$ cat src/verilog/gph_pkg.sv
package gph_pkg;

    // ==========================================================
    // register offsets (byte addresses)
    localparam logic [7:0] OFF_PIN_VALUE    = 8'h00;
    localparam logic [7:0] OFF_OUTPUT_LATCH = 8'h04;
    localparam logic [7:0] OFF_DIRECTION    = 8'h08;
    localparam logic [7:0] OFF_CONFIG       = 8'h0c;
    localparam logic [7:0] OFF_STATUS       = 8'h10;

    // ==========================================================
    // config register fields
    localparam int CFG_MEM_EN_BIT = 0;
    localparam int CFG_REMAP_BIT  = 1;
    localparam int CFG_ANA_LSB    = 4;
    localparam int CFG_ANA_W      = 4;

    // ==========================================================
    // reset values
    localparam logic [7:0] RST_LATCH     = 8'h00;
    localparam logic [7:0] RST_DIRECTION = 8'hff;
    localparam logic       RST_MEM_EN    = 1'h0;
    localparam logic       RST_REMAP     = 1'h1;
    localparam logic [3:0] RST_ANALOG    = 4'hf;

    // ==========================================================
    // bus responses
    localparam logic [1:0] RESP_OKAY   = 2'h0;
    localparam logic [1:0] RESP_SLVERR = 2'h2;

    function automatic logic addr_mapped(input logic [7:0] a);
        logic hit;
        hit = 1'b0;
        if (a == OFF_PIN_VALUE) begin
            hit = 1'b1;
        end else if (a == OFF_OUTPUT_LATCH) begin
            hit = 1'b1;
        end else if (a == OFF_DIRECTION) begin
            hit = 1'b1;
        end else if (a == OFF_CONFIG) begin
            hit = 1'b1;
        end else if (a == OFF_STATUS) begin
            hit = 1'b1;
        end
        return hit;
    endfunction

endpackage

$ cat src/verilog/gph_pin_sync.sv
`timescale 1ns/1ns
module gph_pin_sync #(
    parameter int WIDTH = 8
) (
    input  wire logic             clock,
    input  wire logic             rst,
    input  wire logic [WIDTH-1:0] async_in,
    output logic      [WIDTH-1:0] sync_out
);
    // ==========================================================
    // two-stage synchroniser, first stage read only by second
    logic [WIDTH-1:0] stage1;
    logic [WIDTH-1:0] next_stage1;
    logic [WIDTH-1:0] next_sync_out;

    initial begin
        if (WIDTH < 1) $error("gph_pin_sync: WIDTH must be at least 1");
    end

    always_comb begin
        next_stage1   = async_in;
        next_sync_out = stage1;
    end

    always_ff @(posedge clock) begin
        if (rst) begin
            stage1   <= '0;
            sync_out <= '0;
        end else begin
            stage1   <= next_stage1;
            sync_out <= next_sync_out;
        end
    end
endmodule

$ cat src/verilog/gph_axil_slave.sv
`timescale 1ns/1ns
module gph_axil_slave (
    input  wire logic        clock,
    input  wire logic        rst,
    input  wire logic [7:0]  s_axi_awaddr,
    input  wire logic        s_axi_awvalid,
    output logic             s_axi_awready,
    input  wire logic [31:0] s_axi_wdata,
    input  wire logic [3:0]  s_axi_wstrb,
    input  wire logic        s_axi_wvalid,
    output logic             s_axi_wready,
    output logic [1:0]       s_axi_bresp,
    output logic             s_axi_bvalid,
    input  wire logic        s_axi_bready,
    input  wire logic [7:0]  s_axi_araddr,
    input  wire logic        s_axi_arvalid,
    output logic             s_axi_arready,
    output logic [31:0]      s_axi_rdata,
    output logic [1:0]       s_axi_rresp,
    output logic             s_axi_rvalid,
    input  wire logic        s_axi_rready,
    output logic             wr_en,
    output logic [7:0]       wr_addr,
    output logic [7:0]       wr_data,
    output logic             wr_byte0,
    input  wire logic [7:0]  rd_word
);
    // ==========================================================
    // write path: address and data taken in either order
    logic       aw_held;
    logic       w_held;
    logic       next_aw_held;
    logic       next_w_held;
    logic [7:0] next_wr_addr;
    logic [7:0] next_wr_data;
    logic       next_wr_byte0;
    logic       next_bvalid;
    logic [1:0] next_bresp;

    // ==========================================================
    // read path: one cycle from address to data
    logic        next_rvalid;
    logic [31:0] next_rdata;
    logic [1:0]  next_rresp;

    // ==========================================================
    // ready flags registered so every bus output leaves a flop
    logic        next_awready;
    logic        next_wready;
    logic        next_arready;

    always_comb begin
        wr_en         = aw_held && w_held && !s_axi_bvalid;
        next_aw_held  = aw_held;
        next_w_held   = w_held;
        next_wr_addr  = wr_addr;
        next_wr_data  = wr_data;
        next_wr_byte0 = wr_byte0;
        next_bvalid   = s_axi_bvalid;
        next_bresp    = s_axi_bresp;
        if (s_axi_awvalid && !aw_held) begin
            next_aw_held = 1'b1;
            next_wr_addr = s_axi_awaddr;
        end
        if (s_axi_wvalid && !w_held) begin
            next_w_held   = 1'b1;
            next_wr_data  = s_axi_wdata[7:0];
            next_wr_byte0 = s_axi_wstrb[0];
        end
        if (wr_en) begin
            next_bvalid = 1'b1;
            next_bresp  = gph_pkg::addr_mapped(wr_addr) ? gph_pkg::RESP_OKAY
                                                        : gph_pkg::RESP_SLVERR;
        end
        // held flags drop only once the answer is taken
        if (s_axi_bvalid && s_axi_bready) begin
            next_bvalid  = 1'b0;
            next_aw_held = 1'b0;
            next_w_held  = 1'b0;
        end
        next_rvalid = s_axi_rvalid;
        next_rdata  = s_axi_rdata;
        next_rresp  = s_axi_rresp;
        if (s_axi_rvalid && s_axi_rready) begin
            next_rvalid = 1'b0;
        end
        if (s_axi_arvalid && !s_axi_rvalid) begin
            next_rvalid = 1'b1;
            if (gph_pkg::addr_mapped(s_axi_araddr)) begin
                next_rdata = {24'h000000, rd_word};
                next_rresp = gph_pkg::RESP_OKAY;
            end else begin
                next_rdata = 32'h00000000;
                next_rresp = gph_pkg::RESP_SLVERR;
            end
        end
        // aw and w readies track the held flags one for one, arready tracks rvalid
        next_awready = !next_aw_held;
        next_wready  = !next_w_held;
        next_arready = !next_rvalid;
    end

    always_ff @(posedge clock) begin
        if (rst) begin
            aw_held      <= 1'b0;
            w_held       <= 1'b0;
            wr_addr      <= 8'h00;
            wr_data      <= 8'h00;
            wr_byte0     <= 1'b0;
            s_axi_bvalid <= 1'b0;
            s_axi_bresp  <= 2'h0;
            s_axi_rvalid <= 1'b0;
            s_axi_rdata  <= 32'h00000000;
            s_axi_rresp  <= 2'h0;
            s_axi_awready <= 1'b1;
            s_axi_wready  <= 1'b1;
            s_axi_arready <= 1'b1;
        end else begin
            aw_held      <= next_aw_held;
            w_held       <= next_w_held;
            wr_addr      <= next_wr_addr;
            wr_data      <= next_wr_data;
            wr_byte0     <= next_wr_byte0;
            s_axi_bvalid <= next_bvalid;
            s_axi_bresp  <= next_bresp;
            s_axi_rvalid <= next_rvalid;
            s_axi_rdata  <= next_rdata;
            s_axi_rresp  <= next_rresp;
            s_axi_awready <= next_awready;
            s_axi_wready  <= next_wready;
            s_axi_arready <= next_arready;
        end
    end
endmodule

$ cat src/verilog/gph_port.sv
// The address map and register access over AXI4-Lite were decided locally.
`timescale 1ns/1ns
module gph_port #(
    parameter int PORT_W = 8
) (
    input  wire logic        clock,
    input  wire logic        rst,
    input  wire logic [7:0]  s_axi_awaddr,
    input  wire logic        s_axi_awvalid,
    output logic             s_axi_awready,
    input  wire logic [31:0] s_axi_wdata,
    input  wire logic [3:0]  s_axi_wstrb,
    input  wire logic        s_axi_wvalid,
    output logic             s_axi_wready,
    output logic [1:0]       s_axi_bresp,
    output logic             s_axi_bvalid,
    input  wire logic        s_axi_bready,
    input  wire logic [7:0]  s_axi_araddr,
    input  wire logic        s_axi_arvalid,
    output logic             s_axi_arready,
    output logic [31:0]      s_axi_rdata,
    output logic [1:0]       s_axi_rresp,
    output logic             s_axi_rvalid,
    input  wire logic        s_axi_rready,
    input  wire logic [7:0]  pin_in,
    output logic [7:0]       pin_out,
    output logic [7:0]       pin_oe_n,
    input  wire logic        mem_addr_line_16,
    input  wire logic        mem_addr_line_17,
    input  wire logic        mem_addr_line_18,
    input  wire logic        mem_addr_line_19,
    input  wire logic        pwm_unit1_chan_b,
    input  wire logic        pwm_unit1_chan_c,
    input  wire logic        pwm_unit3_chan_b,
    input  wire logic        pwm_unit3_chan_c,
    input  wire logic [3:0]  pwm_shutdown_float,
    output logic             mem_if_enable,
    output logic             pwm_pin_remap_bit,
    output logic [3:0]       analog_channel_sel
);
    // ==========================================================
    // elaboration check
    initial begin
        if (PORT_W != 8) $error("gph_port: pin mux is built for 8 pins");
    end

    // ==========================================================
    // register state
    logic [7:0] port_output_latch;
    logic [7:0] port_direction;
    logic [3:0] analog_pin_config_field;
    logic [7:0] next_latch;
    logic [7:0] next_direction;
    logic       next_mem_en;
    logic       next_remap;
    logic [3:0] next_analog;

    // ==========================================================
    // bus slave hookup
    logic       wr_en;
    logic [7:0] wr_addr;
    logic [7:0] wr_data;
    logic       wr_byte0;
    logic [7:0] rd_word;
    logic [7:0] pin_sync;
    logic [7:0] port_pin_value;

    gph_axil_slave u_bus (
        .clock         (clock),
        .rst           (rst),
        .s_axi_awaddr  (s_axi_awaddr),
        .s_axi_awvalid (s_axi_awvalid),
        .s_axi_awready (s_axi_awready),
        .s_axi_wdata   (s_axi_wdata),
        .s_axi_wstrb   (s_axi_wstrb),
        .s_axi_wvalid  (s_axi_wvalid),
        .s_axi_wready  (s_axi_wready),
        .s_axi_bresp   (s_axi_bresp),
        .s_axi_bvalid  (s_axi_bvalid),
        .s_axi_bready  (s_axi_bready),
        .s_axi_araddr  (s_axi_araddr),
        .s_axi_arvalid (s_axi_arvalid),
        .s_axi_arready (s_axi_arready),
        .s_axi_rdata   (s_axi_rdata),
        .s_axi_rresp   (s_axi_rresp),
        .s_axi_rvalid  (s_axi_rvalid),
        .s_axi_rready  (s_axi_rready),
        .wr_en         (wr_en),
        .wr_addr       (wr_addr),
        .wr_data       (wr_data),
        .wr_byte0      (wr_byte0),
        .rd_word       (rd_word)
    );

    // ==========================================================
    // pin input synchroniser
    // pins are asynchronous to the clock, so two stages first
    gph_pin_sync #(
        .WIDTH (8)
    ) u_sync (
        .clock    (clock),
        .rst      (rst),
        .async_in (pin_in),
        .sync_out (pin_sync)
    );

    // analog pins have their digital input cut, so they read as 0
    always_comb begin
        port_pin_value = pin_sync & ~{analog_pin_config_field, 4'h0};
    end

    // ==========================================================
    // register writes
    always_comb begin
        next_latch     = port_output_latch;
        next_direction = port_direction;
        next_mem_en    = mem_if_enable;
        next_remap     = pwm_pin_remap_bit;
        next_analog    = analog_pin_config_field;
        if (wr_en && wr_byte0) begin
            if (wr_addr == gph_pkg::OFF_PIN_VALUE) begin
                next_latch = wr_data;
            end else if (wr_addr == gph_pkg::OFF_OUTPUT_LATCH) begin
                next_latch = wr_data;
            end else if (wr_addr == gph_pkg::OFF_DIRECTION) begin
                next_direction = wr_data;
            end else if (wr_addr == gph_pkg::OFF_CONFIG) begin
                next_mem_en = wr_data[gph_pkg::CFG_MEM_EN_BIT];
                next_remap  = wr_data[gph_pkg::CFG_REMAP_BIT];
                next_analog = wr_data[gph_pkg::CFG_ANA_LSB +: gph_pkg::CFG_ANA_W];
            end
        end
    end

    always_ff @(posedge clock) begin
        if (rst) begin
            port_output_latch       <= gph_pkg::RST_LATCH;
            port_direction          <= gph_pkg::RST_DIRECTION;
            mem_if_enable           <= gph_pkg::RST_MEM_EN;
            pwm_pin_remap_bit       <= gph_pkg::RST_REMAP;
            analog_pin_config_field <= gph_pkg::RST_ANALOG;
        end else begin
            port_output_latch       <= next_latch;
            port_direction          <= next_direction;
            mem_if_enable           <= next_mem_en;
            pwm_pin_remap_bit       <= next_remap;
            analog_pin_config_field <= next_analog;
        end
    end

    // ==========================================================
    // register reads
    always_comb begin
        rd_word = 8'h00;
        if (s_axi_araddr == gph_pkg::OFF_PIN_VALUE) begin
            rd_word = port_pin_value;
        end else if (s_axi_araddr == gph_pkg::OFF_OUTPUT_LATCH) begin
            rd_word = port_output_latch;
        end else if (s_axi_araddr == gph_pkg::OFF_DIRECTION) begin
            rd_word = port_direction;
        end else if (s_axi_araddr == gph_pkg::OFF_CONFIG) begin
            rd_word[gph_pkg::CFG_MEM_EN_BIT] = mem_if_enable;
            rd_word[gph_pkg::CFG_REMAP_BIT]  = pwm_pin_remap_bit;
            rd_word[gph_pkg::CFG_ANA_LSB +: gph_pkg::CFG_ANA_W] = analog_pin_config_field;
        end else if (s_axi_araddr == gph_pkg::OFF_STATUS) begin
            rd_word = ~pin_oe_n;
        end
    end

    // ==========================================================
    // pin multiplexer
    logic [3:0] mem_addr_hi;
    logic [3:0] pwm_vec;
    logic [7:0] next_pin_out;
    logic [7:0] next_oe_n;
    logic [3:0] next_analog_sel;

    always_comb begin
        mem_addr_hi = {mem_addr_line_19, mem_addr_line_18,
                       mem_addr_line_17, mem_addr_line_16};
        // pin 4..7 order: unit3 C, unit3 B, unit1 C, unit1 B
        pwm_vec = {pwm_unit1_chan_b, pwm_unit1_chan_c,
                   pwm_unit3_chan_b, pwm_unit3_chan_c};
        for (int i = 0; i < 8; i++) begin
            // plain io unless a function claims the pin
            next_pin_out[i] = port_output_latch[i];
            next_oe_n[i]    = port_direction[i];
        end
        for (int i = 0; i < 4; i++) begin
            if (mem_if_enable) begin
                next_pin_out[i] = mem_addr_hi[i];
                next_oe_n[i]    = 1'b0;
            end
        end
        for (int j = 0; j < 4; j++) begin
            // remap set sends pwm elsewhere; pins stay port or analog
            if (!pwm_pin_remap_bit && !port_direction[j+4]) begin
                next_pin_out[j+4] = pwm_vec[j];
                next_oe_n[j+4]    = pwm_shutdown_float[j];
            end
        end
        // analog selection steers the converter and masks the pin value read, never the driver
        next_analog_sel = analog_pin_config_field;
    end

    always_ff @(posedge clock) begin
        if (rst) begin
            pin_out            <= 8'h00;
            pin_oe_n           <= 8'hff;
            analog_channel_sel <= gph_pkg::RST_ANALOG;
        end else begin
            pin_out            <= next_pin_out;
            pin_oe_n           <= next_oe_n;
            analog_channel_sel <= next_analog_sel;
        end
    end
endmodule

$ cat config.mk
export PLATFORM = sky130hd
export DESIGN_NAME = gph_port
export DESIGN_NICKNAME = d
export VERILOG_FILES = /design/src/verilog/gph_pkg.sv /design/src/verilog/gph_pin_sync.sv /design/src/verilog/gph_axil_slave.sv /design/src/verilog/gph_port.sv
export SDC_FILE = /design/constraint.sdc
export NUM_CORES = 1
export LEC_CHECK = 0
export ABC_CLOCK_PERIOD_IN_PS = 4000
export BUFFER_PORTS_ARGS = -buffer_cell sky130_fd_sc_hd__buf_4
export CAP_MARGIN = 20
export CORE_AREA = 2 2 87 89
export DETAILED_ROUTE_END_ITERATION = 16
export DIE_AREA = 0 0 89 91
export PLACE_DENSITY = 0.83
export SETUP_SLACK_MARGIN = 0.05
export SLEW_MARGIN = 10
export SYNTH_ARGS = -nofsm -noshare
export SYNTH_HDL_FRONTEND = slang
export SYNTH_SLANG_ARGS = --single-unit
$ cat constraint.sdc
create_clock -name clock -period 4 [get_ports clock]
set_input_delay 0.4 -clock clock [delete_from_list [all_inputs] [get_ports clock]]
set_output_delay 0.4 -clock clock [all_outputs]
set_load 0.01 [all_outputs]
-- Word level (Yosys, flattened, before mapping)
Index checks and enable logic that the tools add are counted.
- muxes and demuxes: 46
- bitwise operators: 6
- eq/ne operators: 8
- reduce and logical (&&, ||, !) cells: 31
- operators by type and width (operator ; count):
    $mux W8 ; 7
    $mux W1 ; 34
    $eq A8 B4 Y1 const B ; 4
    $eq A8 B3 Y1 const B ; 2
    $eq A8 B5 Y1 const B ; 2
    $logic_not A8 Y1 ; 2
    $not A8 Y8 ; 2
    $logic_and A1 B1 Y1 ; 12
    $logic_not A1 Y1 ; 12
    $and A8 B8 Y8 ; 1
    $mux W2 ; 4
    $reduce_and A5 Y1 ; 1
    $mux W4 ; 1
    $reduce_and A4 Y1 ; 1
    $not A1 Y1 ; 3
    $reduce_and A2 Y1 ; 1
    $reduce_bool A2 Y1 ; 1
    $reduce_or A2 Y1 ; 1
- word-level logic and storage cells: 114
- input bits: 79
- output and inout port bits: 63
- register bits: 118

-- Logic depth before layout (Yosys ltp)
Gate-level depths: netlist of the first run.
- depth in word-level cells: 8
- mapped depth: 6
- mapped depth without buffers: 4

-- Cells and area by module
Synthesis of the first run repeated with hierarchy kept, for this count alone.
- cells, all modules: 402
- area total of the unflattened synthesis: 3733.6 µm²
- by module, submodules not included (module ; times used ; area each (µm²) ; cells each ; seq. area each (µm²)):
    gph_port ; 1 ; 1854.3 ; 214 ; 840.8
    gph_axil_slave ; 1 ; 1415.1 ; 155 ; 680.7
    gph_pin_sync ; 1 ; 464.2 ; 33 ; 320.3

-- Least setup slack after synthesis of the first run
Ideal clock, no wire load.
- path type: reg2reg
- start point: reg u_bus.wr_addr[1]
- end point: reg port_direction[5]
- data arrival time: 1.755 ns
- slack: 2.125 ns
- path buffers: 1
- data required time: 3.880 ns
- period minus slack after synthesis: 1.875 ns
- setup time: 0.120 ns
- cell stages (with the launch flop): 6
- path through: dfxtp_1 > or4_4 > nor4_4 > buf_4 > nor2b_1 > a211o_1
- word-level cells in the longest chain between the ends: 3
- elaborated cells between the ends (all ways): 6
- classes of those cells: 2 x eq/ne; 2 x bitwise; 2 x reduce/logical
- ends and longest elaborated chain (what ; RTL line ; text):
    start: declaration ; gph_axil_slave.sv:23 ; output logic [7:0] wr_addr,
    start signal: assignment ; gph_axil_slave.sv:121 ; wr_addr <= next_wr_addr;
    $eq A8 B3 Y1 / $logic_not A8 Y1 (equally long branches) ; gph_port.sv:123, gph_port.sv:121 ;
    $not A1 Y1 (no source line) ; n/a ;
    $reduce_and A4 Y1 (no source line) * ; n/a ;
    end signal: assignment ; gph_port.sv:138 ; port_direction <= gph_pkg::RST_DIRECTION;
    end signal: assignment ; gph_port.sv:144 ; port_direction <= next_direction;
    end: declaration ; gph_port.sv:50 ; logic [7:0] port_direction;
Mark *: on every way between the ends. The rest lies on a longest branch, timed or not.
A chain may end at the register's enable or synchronous reset.

-- Final worst setup path of the first run
- start point: reg u_bus.wr_addr[1]
- end point: reg pwm_pin_remap_bit
- word-level cells in the longest chain between the ends: 3
- elaborated cells between the ends (all ways): 8
- classes of those cells: 3 x eq/ne; 3 x bitwise; 2 x reduce/logical
- ends and longest elaborated chain (what ; RTL line ; text):
    $eq A8 B4 Y1, or another cell as far along ; gph_port.sv:125 ; end else if (wr_addr == gph_pkg::OFF_DIRECTION) begin
    $not A1 Y1 (no source line) ; n/a ;
    $reduce_and A5 Y1 (no source line) * ; n/a ;
    end signal: assignment ; gph_port.sv:140 ; pwm_pin_remap_bit <= gph_pkg::RST_REMAP;
    end signal: assignment ; gph_port.sv:146 ; pwm_pin_remap_bit <= next_remap;
    end: declaration ; gph_port.sv:38 ; output logic pwm_pin_remap_bit,
Marks and branches as above.

==> flow_summary.json, run 1 <==
{
  "status": "complete, no violations",
  "antenna_violating_nets_post_route": 0,
  "maxCapViolCount": 0,
  "grt_pass1_vias": 2707,
  "grt_antenna_before_repair": 0,
  "share_of_the_synthesized_area_in_the_top_cell_type_pct": 50.4,
  "mostFrequentLayoutCells": "dfxtp_1 (92), buf_4 (88), nor2_1 (43)",
  "ys.flop_type": "dfxtp_1",
  "cts_hold_buf": 0,
  "routed_wl_mm": 7.67,
  "report.power.total_mw": 1.79,
  "die-area_mm2": 0.00810,
  "maxSlewViolCount": 0,
  "post_route_clock_skew_ns": 0.0130,
  "place_inst": 551,
  "cts.clk_slew.worst_paths_ns": 0.09,
  "floorplan.io_pins": 142,
  "timing.hold.worst.class": "primary input to flip-flop",
  "post_cts.resized_instances": 0,
  "timing.max_slew.rel_slack_pct": 33.8,
  "max_freq_mhz": 440,
  "tritoncts": "built",
  "vdd_ir_drop_max_v": 0.000195,
  "power_leakage_nw": 1.83,
  "port_buffers": 88,
  "synth-async-reset-ratio_pct": 0,
  "grt_first_pass_wirelength_mm": 12.4,
  "power_density_of_the_placed_cells_mw_per_mm2": 399,
  "finish.utilization_pct": 62.8,
  "synth_enable_flop_cells": 0,
  "via_count": 2863,
  "cts.repair_timing.setup_buffer_count": 0,
  "placement_rows": 31,
  "drcViolationCount": 0,
  "setup_viol": 0,
  "clkLatencyLatePin_ns": 0.35,
  "finalCriticalPeriod_ns": 2.27,
  "filler_cell_count": 618,
  "finalWorstSetupSlack_ns": 1.73,
  "initial_core_util_pct": 51.2,
  "hold_viol": 0,
  "clk_root_buffer_cell": "clkbuf_8",
  "period_share_pct": 56.8,
  "final_nets": 542,
  "netlist_instances": 386,
  "synthDistinctLibCells": 38,
  "n_antenna_cell": 0,
  "hpwl_mm": 5.48,
  "cts_made_buffers": 9,
  "cts_sinks": 92,
  "post_layout_nonfiller_instances": 567,
  "die_height_um": 91,
  "replace_congestion": 0.781,
  "setup-tns-final_ns": 0,
  "worst-path-max-fanout": 11,
  "mostFrequentLayoutCell": "dfxtp_1",
  "synth_area_leaders": "dfxtp_1 (50%), mux2i_1 (7.1%), nor2b_1 (5.7%)",
  "design_area_mm2": 0.00448,
  "fp.coreArea_mm2": 0.00714,
  "timing.setup.critical_path_class": "flip-flop to flip-flop",
  "critPathRequiredTime_ns": 4.25,
  "cp-end-kind": "flip-flop",
  "globalRoute.totalOverflow": 0,
  "clk_path_buf_depth": 2,
  "worstMarginPinSlew_ns": 0.985,
  "worst_setup_path_start_kind": "flip-flop",
  "pin_count_of_the_biggest_net_entering_global_routing": 84,
  "globalRouteTotalUtil_pct": 19.7,
  "post_drt_via_cell_ratio": 5.05,
  "area_delta_synth_final_pct": 22.6,
  "synth_seq_area_share_pct": 50.4,
  "place_ws_ns": 1.71,
  "drive_above_1_share_pct": 25.0,
  "routedWlPerCell_um": 13.5,
  "synth.yosys.warnings": 0,
  "ctsHtreeMaxLevel": 3,
  "placedInstanceArea_mm2": 0.00426,
  "synth-seq-cells": 92,
  "floorplan.die.width_um": 89,
  "netlist.top_cell.by_area": "dfxtp_1",
  "cp_data_arrival_time_ns": 2.52,
  "rsz0062_at_grt": "no",
  "synth_area_mm2": 0.00365,
  "starting_drt_drc_count": 116,
  "dr.pass1.iters": 4,
  "hold_slack_ns": 0.251,
  "synthesis.area_per_instance_um2": 9.47
}
## worst max-delay path: stages (launching register included)
cell and delay, ns:
dfxtp_1 0.32, or4_4 0.59, nor4_2 0.87, nor2b_1 0.10, a211o_1 0.30
## sequential cells by signal, summed over array words and instances (netlist names), 4 cells and up
| register | flops |
|---|---|
| pin_oe_n | 8 |
| pin_out | 8 |
| port_direction | 8 |
| port_output_latch | 8 |
| u_bus.s_axi_rdata | 8 |
| u_bus.wr_addr | 8 |
| u_bus.wr_data | 8 |
| u_sync.next_sync_out | 8 |
| u_sync.sync_out | 8 |
| analog_channel_sel | 4 |
| analog_pin_config_field | 4 |
## cell families after synthesis
| logic type | synth area share [%] |
|---|---|
| buffers and inverters | 8.87 |
| other | 0.103 |
| muxes | 8.05 |
| and+or+nand+nor | 19.3 |
| DFF | 50.4 |
| AOI/OAI and AO/OA | 13.3 |
## final timing paths
| kind | start | to | slack, ns | cells after the start |
|---|---|---|---|---|
| setup reg to reg | u_bus.wr_addr[1]$_SDFFE_PP0P_ | pwm_pin_remap_bit$_SDFFE_PP1P_ | 1.73 | 4 |
| hold reg to reg | u_sync.next_sync_out[6]$_SDFF_PP0_ | u_sync.sync_out[6]$_SDFF_PP0_ | 0.45 | 1 |
| setup / recovery | u_bus.wr_addr[1]$_SDFFE_PP0P_ | pwm_pin_remap_bit$_SDFFE_PP1P_ | 1.73 | 4 |
| hold / removal | pin_in[0] | u_sync.next_sync_out[0]$_SDFF_PP0_ | 0.25 | 2 |
## layer usage
metal	global-route usage (%)	vias up	part of all wire, %
li1	-	1409	-
met1	24.1	1361	41
met2	33.5	84	52
met3	4.09	9	5.2
met4	7.09	0	1.4
met5	0	-	0
## area by class of cell
class	instances	area [um2]	share of cell area [%]
sequential	92	1840	41.1
multi-input combinational	260	1590	35.4
timing repair buffer	88	661	14.7
clock buffer	9	124	2.76
tap	99	124	2.76
clock inverter	7	97.6	2.18
inverter	12	45.0	1.01
## cell usage after synthesis, types with 2 or more instances
master / instances
a211o_1: 14
a21o_1: 5
a21oi_1: 20
a221oi_1: 3
buf_1: 3
buf_4: 27
clkbuf_1: 16
dfxtp_1: 92
inv_1: 12
mux2_2: 3
mux2i_1: 26
nand2_1: 31
nand2b_1: 6
nor2_1: 43
nor2b_1: 33
nor3_1: 3
nor4_4: 2
nor4bb_1: 2
o21a_1: 2
o21ai_0: 12
o22a_1: 4
o31ai_1: 5
o32ai_1: 3
or2_2: 4
or3b_2: 2
## where the power goes
part | internal, mW | switching [mW] | leakage, nW | total, mW
Clock | 0.355 | 0.328 | 0.106 | 0.683
Combinational | 0.0707 | 0.0768 | 0.969 | 0.148
Sequential | 0.940 | 0.0159 | 0.751 | 0.956
Total | 1.37 | 0.421 | 1.83 | 1.79
Power figures use the tool's default switching activity.
==> run 2: changes to the inputs <==
--- a/config.mk
+++ b/config.mk
@@ -5,13 +5,13 @@
 export SDC_FILE = /design/constraint.sdc
 export NUM_CORES = 1
 export LEC_CHECK = 0
-export ABC_CLOCK_PERIOD_IN_PS = 4000
+export ABC_CLOCK_PERIOD_IN_PS = 2300
 export BUFFER_PORTS_ARGS = -buffer_cell sky130_fd_sc_hd__buf_4
 export CAP_MARGIN = 20
-export CORE_AREA = 2 2 87 89
+export CORE_AREA = 2 2 91 93
 export DETAILED_ROUTE_END_ITERATION = 16
-export DIE_AREA = 0 0 89 91
-export PLACE_DENSITY = 0.83
+export DIE_AREA = 0 0 93 95
+export PLACE_DENSITY = 0.77
 export SETUP_SLACK_MARGIN = 0.05
 export SLEW_MARGIN = 10
 export SYNTH_ARGS = -nofsm -noshare
==> constraint.sdc (replaced) <==
create_clock -name clock -period 2.3 [get_ports clock]
set_input_delay 0.23 -clock clock [delete_from_list [all_inputs] [get_ports clock]]
set_output_delay 0.23 -clock clock [all_outputs]
set_load 0.01 [all_outputs]
==> run 2 against run 1 <==
Against the previous run: sequential cell count unchanged; final cell count up 1.9%; via count down 2.4%; wire length down 1.5%; design area up 0.11%; sequential share of layout area about the same; clock power up 48%; global-route usage down 2.3 points; largest power group unchanged.
==> flow_summary.json, run 2 (synthesis results as in run 1) <==
{
  "maxSlewViolCount": 0,
  "maxCapViolCount": 0,
  "initial_core_util_pct": 46.1,
  "setup-tns-final_ns": 0,
  "grt_first_pass_wirelength_mm": 12.1,
  "cts_made_buffers": 9,
  "mostFrequentLayoutCells": "buf_4 (93), dfxtp_1 (92), nor2_1 (43)",
  "clk_path_buf_depth": 2,
  "combinationalPowerShare_pct": 8.9,
  "period_share_pct": 81.7,
  "routedWlPerCell_um": 13.1,
  "replace_congestion": 0.781,
  "timing.hold.worst.class": "primary input to flip-flop",
  "mostFrequentLayoutCell": "buf_4",
  "r2r_end": "port_direction[3]$_SDFFE_PP1P_",
  "power_density_of_the_placed_cells_mw_per_mm2": 653,
  "cp-end-kind": "flip-flop",
  "pwr-share-seq_pct": 56.8,
  "grt_antenna_before_repair": 0,
  "post_cts.resized_instances": 0,
  "hpwl_mm": 5.52,
  "cp-startpoint": "u_bus.wr_addr[1]$_SDFFE_PP0P_",
  "switching_share_pct": 25.9,
  "area_delta_synth_final_pct": 22.8,
  "finalCriticalPeriod_ns": 1.88,
  "ctsHtreeMaxLevel": 3,
  "p_sw_uw": 757,
  "grt_pass1_vias": 2644,
  "finish.utilization_pct": 56.6,
  "status": "complete, no violations",
  "fp.coreArea_mm2": 0.00793,
  "rsz0062_at_grt": "no",
  "drcViolationCount": 0,
  "max_freq_mhz": 532,
  "final_nets": 547,
  "post_drt_via_cell_ratio": 4.83,
  "die_height_um": 95,
  "post_route_clock_skew_ns": 0.0113,
  "globalRoute.totalOverflow": 0,
  "drive_above_1_share_pct": 25.8,
  "placement_rows": 33,
  "cellInternalPower_mw": 2.17,
  "power_leakage_nw": 1.83,
  "cts.clk_slew.worst_paths_ns": 0.10,
  "worstMarginPinSlew_ns": 0.661,
  "clkLatencyLatePin_ns": 0.36,
  "vdd_ir_drop_max_v": 0.000464,
  "starting_drt_drc_count": 116,
  "floorplan.io_pins": 142,
  "pin_count_of_the_biggest_net_entering_global_routing": 63,
  "timing.max_slew.rel_slack_pct": 55.9,
  "timing.setup.critical_path_class": "flip-flop to flip-flop",
  "floorplan.die.width_um": 93,
  "setup.worst_path.end": "port_direction[3]$_SDFFE_PP1P_",
  "n_antenna_cell": 0,
  "via_count": 2793,
  "port_buffers": 88,
  "hold_viol": 0,
  "antenna_violating_nets_post_route": 0,
  "clock_power_share_pct": 34.4,
  "worst_setup_path_start_kind": "flip-flop",
  "cts_sinks": 92,
  "crit-reg2reg-launch": "u_bus.wr_addr[1]$_SDFFE_PP0P_",
  "setup_viol": 0,
  "worst-path-max-fanout": 16,
  "cp_data_arrival_time_ns": 2.12,
  "routed_wl_mm": 7.55,
  "timing.reg2reg.setup_slack_ns": 0.42,
  "critPathRequiredTime_ns": 2.54,
  "die-area_mm2": 0.00884,
  "dr.pass1.iters": 4,
  "clk_root_buffer_cell": "clkbuf_8",
  "globalRouteTotalUtil_pct": 17.4,
  "tritoncts": "built",
  "r2r_cells": 5,
  "cts_hold_buf": 0,
  "cts.repair_timing.setup_buffer_count": 0
}
[run 2: cell types whose count changed in the layout (fill, tap and decap cells not counted), sizes merged]
cell / before / now
buf: 88 / 93
bufinv: 2 / 0
inv: 14 / 16
[run 2: power groups by stage]
stage / Combinational (mW) / Sequential, mW / Clock (mW)
after floorplan: 0.183 / 1.70 / 0
after global placement: 0.255 / 1.70 / 0
after detailed placement: 0.261 / 1.70 / 0
after CTS: 0.261 / 1.66 / 1.03
after global routing: 0.287 / 1.67 / 1.10
final: 0.259 / 1.66 / 1.01
[run 2: layout make-up]
cell class,instances,area (um2)
Clock buffer,9,124
Clock inverter,7,57.6
Fill cell,744,3440
Inverter,12,45.0
Multi-Input combinational cell,260,1590
Sequential cell,92,1840
Tap cell,105,131
Timing Repair Buffer,93,698
[run 2: worst min path at each step]
| stage | from | end | slack [ns] | depth (start not counted) |
|---|---|---|---|---|
| finish | pin_in[4] | u_sync.next_sync_out[4]$_SDFF_PP0_ | 0.08 | 2 |
| global route | pin_in[0] | u_sync.next_sync_out[0]$_SDFF_PP0_ | 0.07 | 2 |
| CTS | pin_in[4] | u_sync.next_sync_out[4]$_SDFF_PP0_ | 0.07 | 2 |
| detailed placement | u_sync.next_sync_out[5]$_SDFF_PP0_ | u_sync.sync_out[5]$_SDFF_PP0_ | 0.42 | 1 |
| global placement | u_sync.next_sync_out[6]$_SDFF_PP0_ | u_sync.sync_out[6]$_SDFF_PP0_ | 0.42 | 1 |
| floorplan | pin_in[0] | u_sync.next_sync_out[0]$_SDFF_PP0_ | 0.36 | 1 |
[run 2: metal layers]
layer | GRT usage (%) | part of all wire (%) | routed length, um
met1 | 21.2 | 44 | 3330
met2 | 30.1 | 49 | 3700
met3 | 3.91 | 5.6 | 424
met4 | 6.25 | 1.3 | 99
met5 | 0 | 0 | 0
[run 2: worst max-delay path, cell delays in order (launching register included)]
cell	delay [ns]
dfxtp_1	0.32
or4_4	0.59
nor4_4	0.26
buf_4	0.25
nor2b_1	0.07
a211o_1	0.27
[run 2: per-stage QoR]
stage | cells | hold WS (ns) | area, um2 | worst slack, ns | total power [mW]
5_1_grt | 578 | 0.0678 | 4490 | 0.351 | 3.06
4_1_cts | 578 | 0.0717 | 4490 | 0.427 | 2.96
2_1_floorplan | 411 | 0.358 | 3750 | 0.425 | 1.88
3_5_place_dp | 562 | 0.422 | 4300 | 0.454 | 1.96
3_3_place_gp | 562 | 0.420 | 4300 | 0.475 | 1.95
6_report | 578 | 0.0781 | 4490 | 0.420 | 2.93
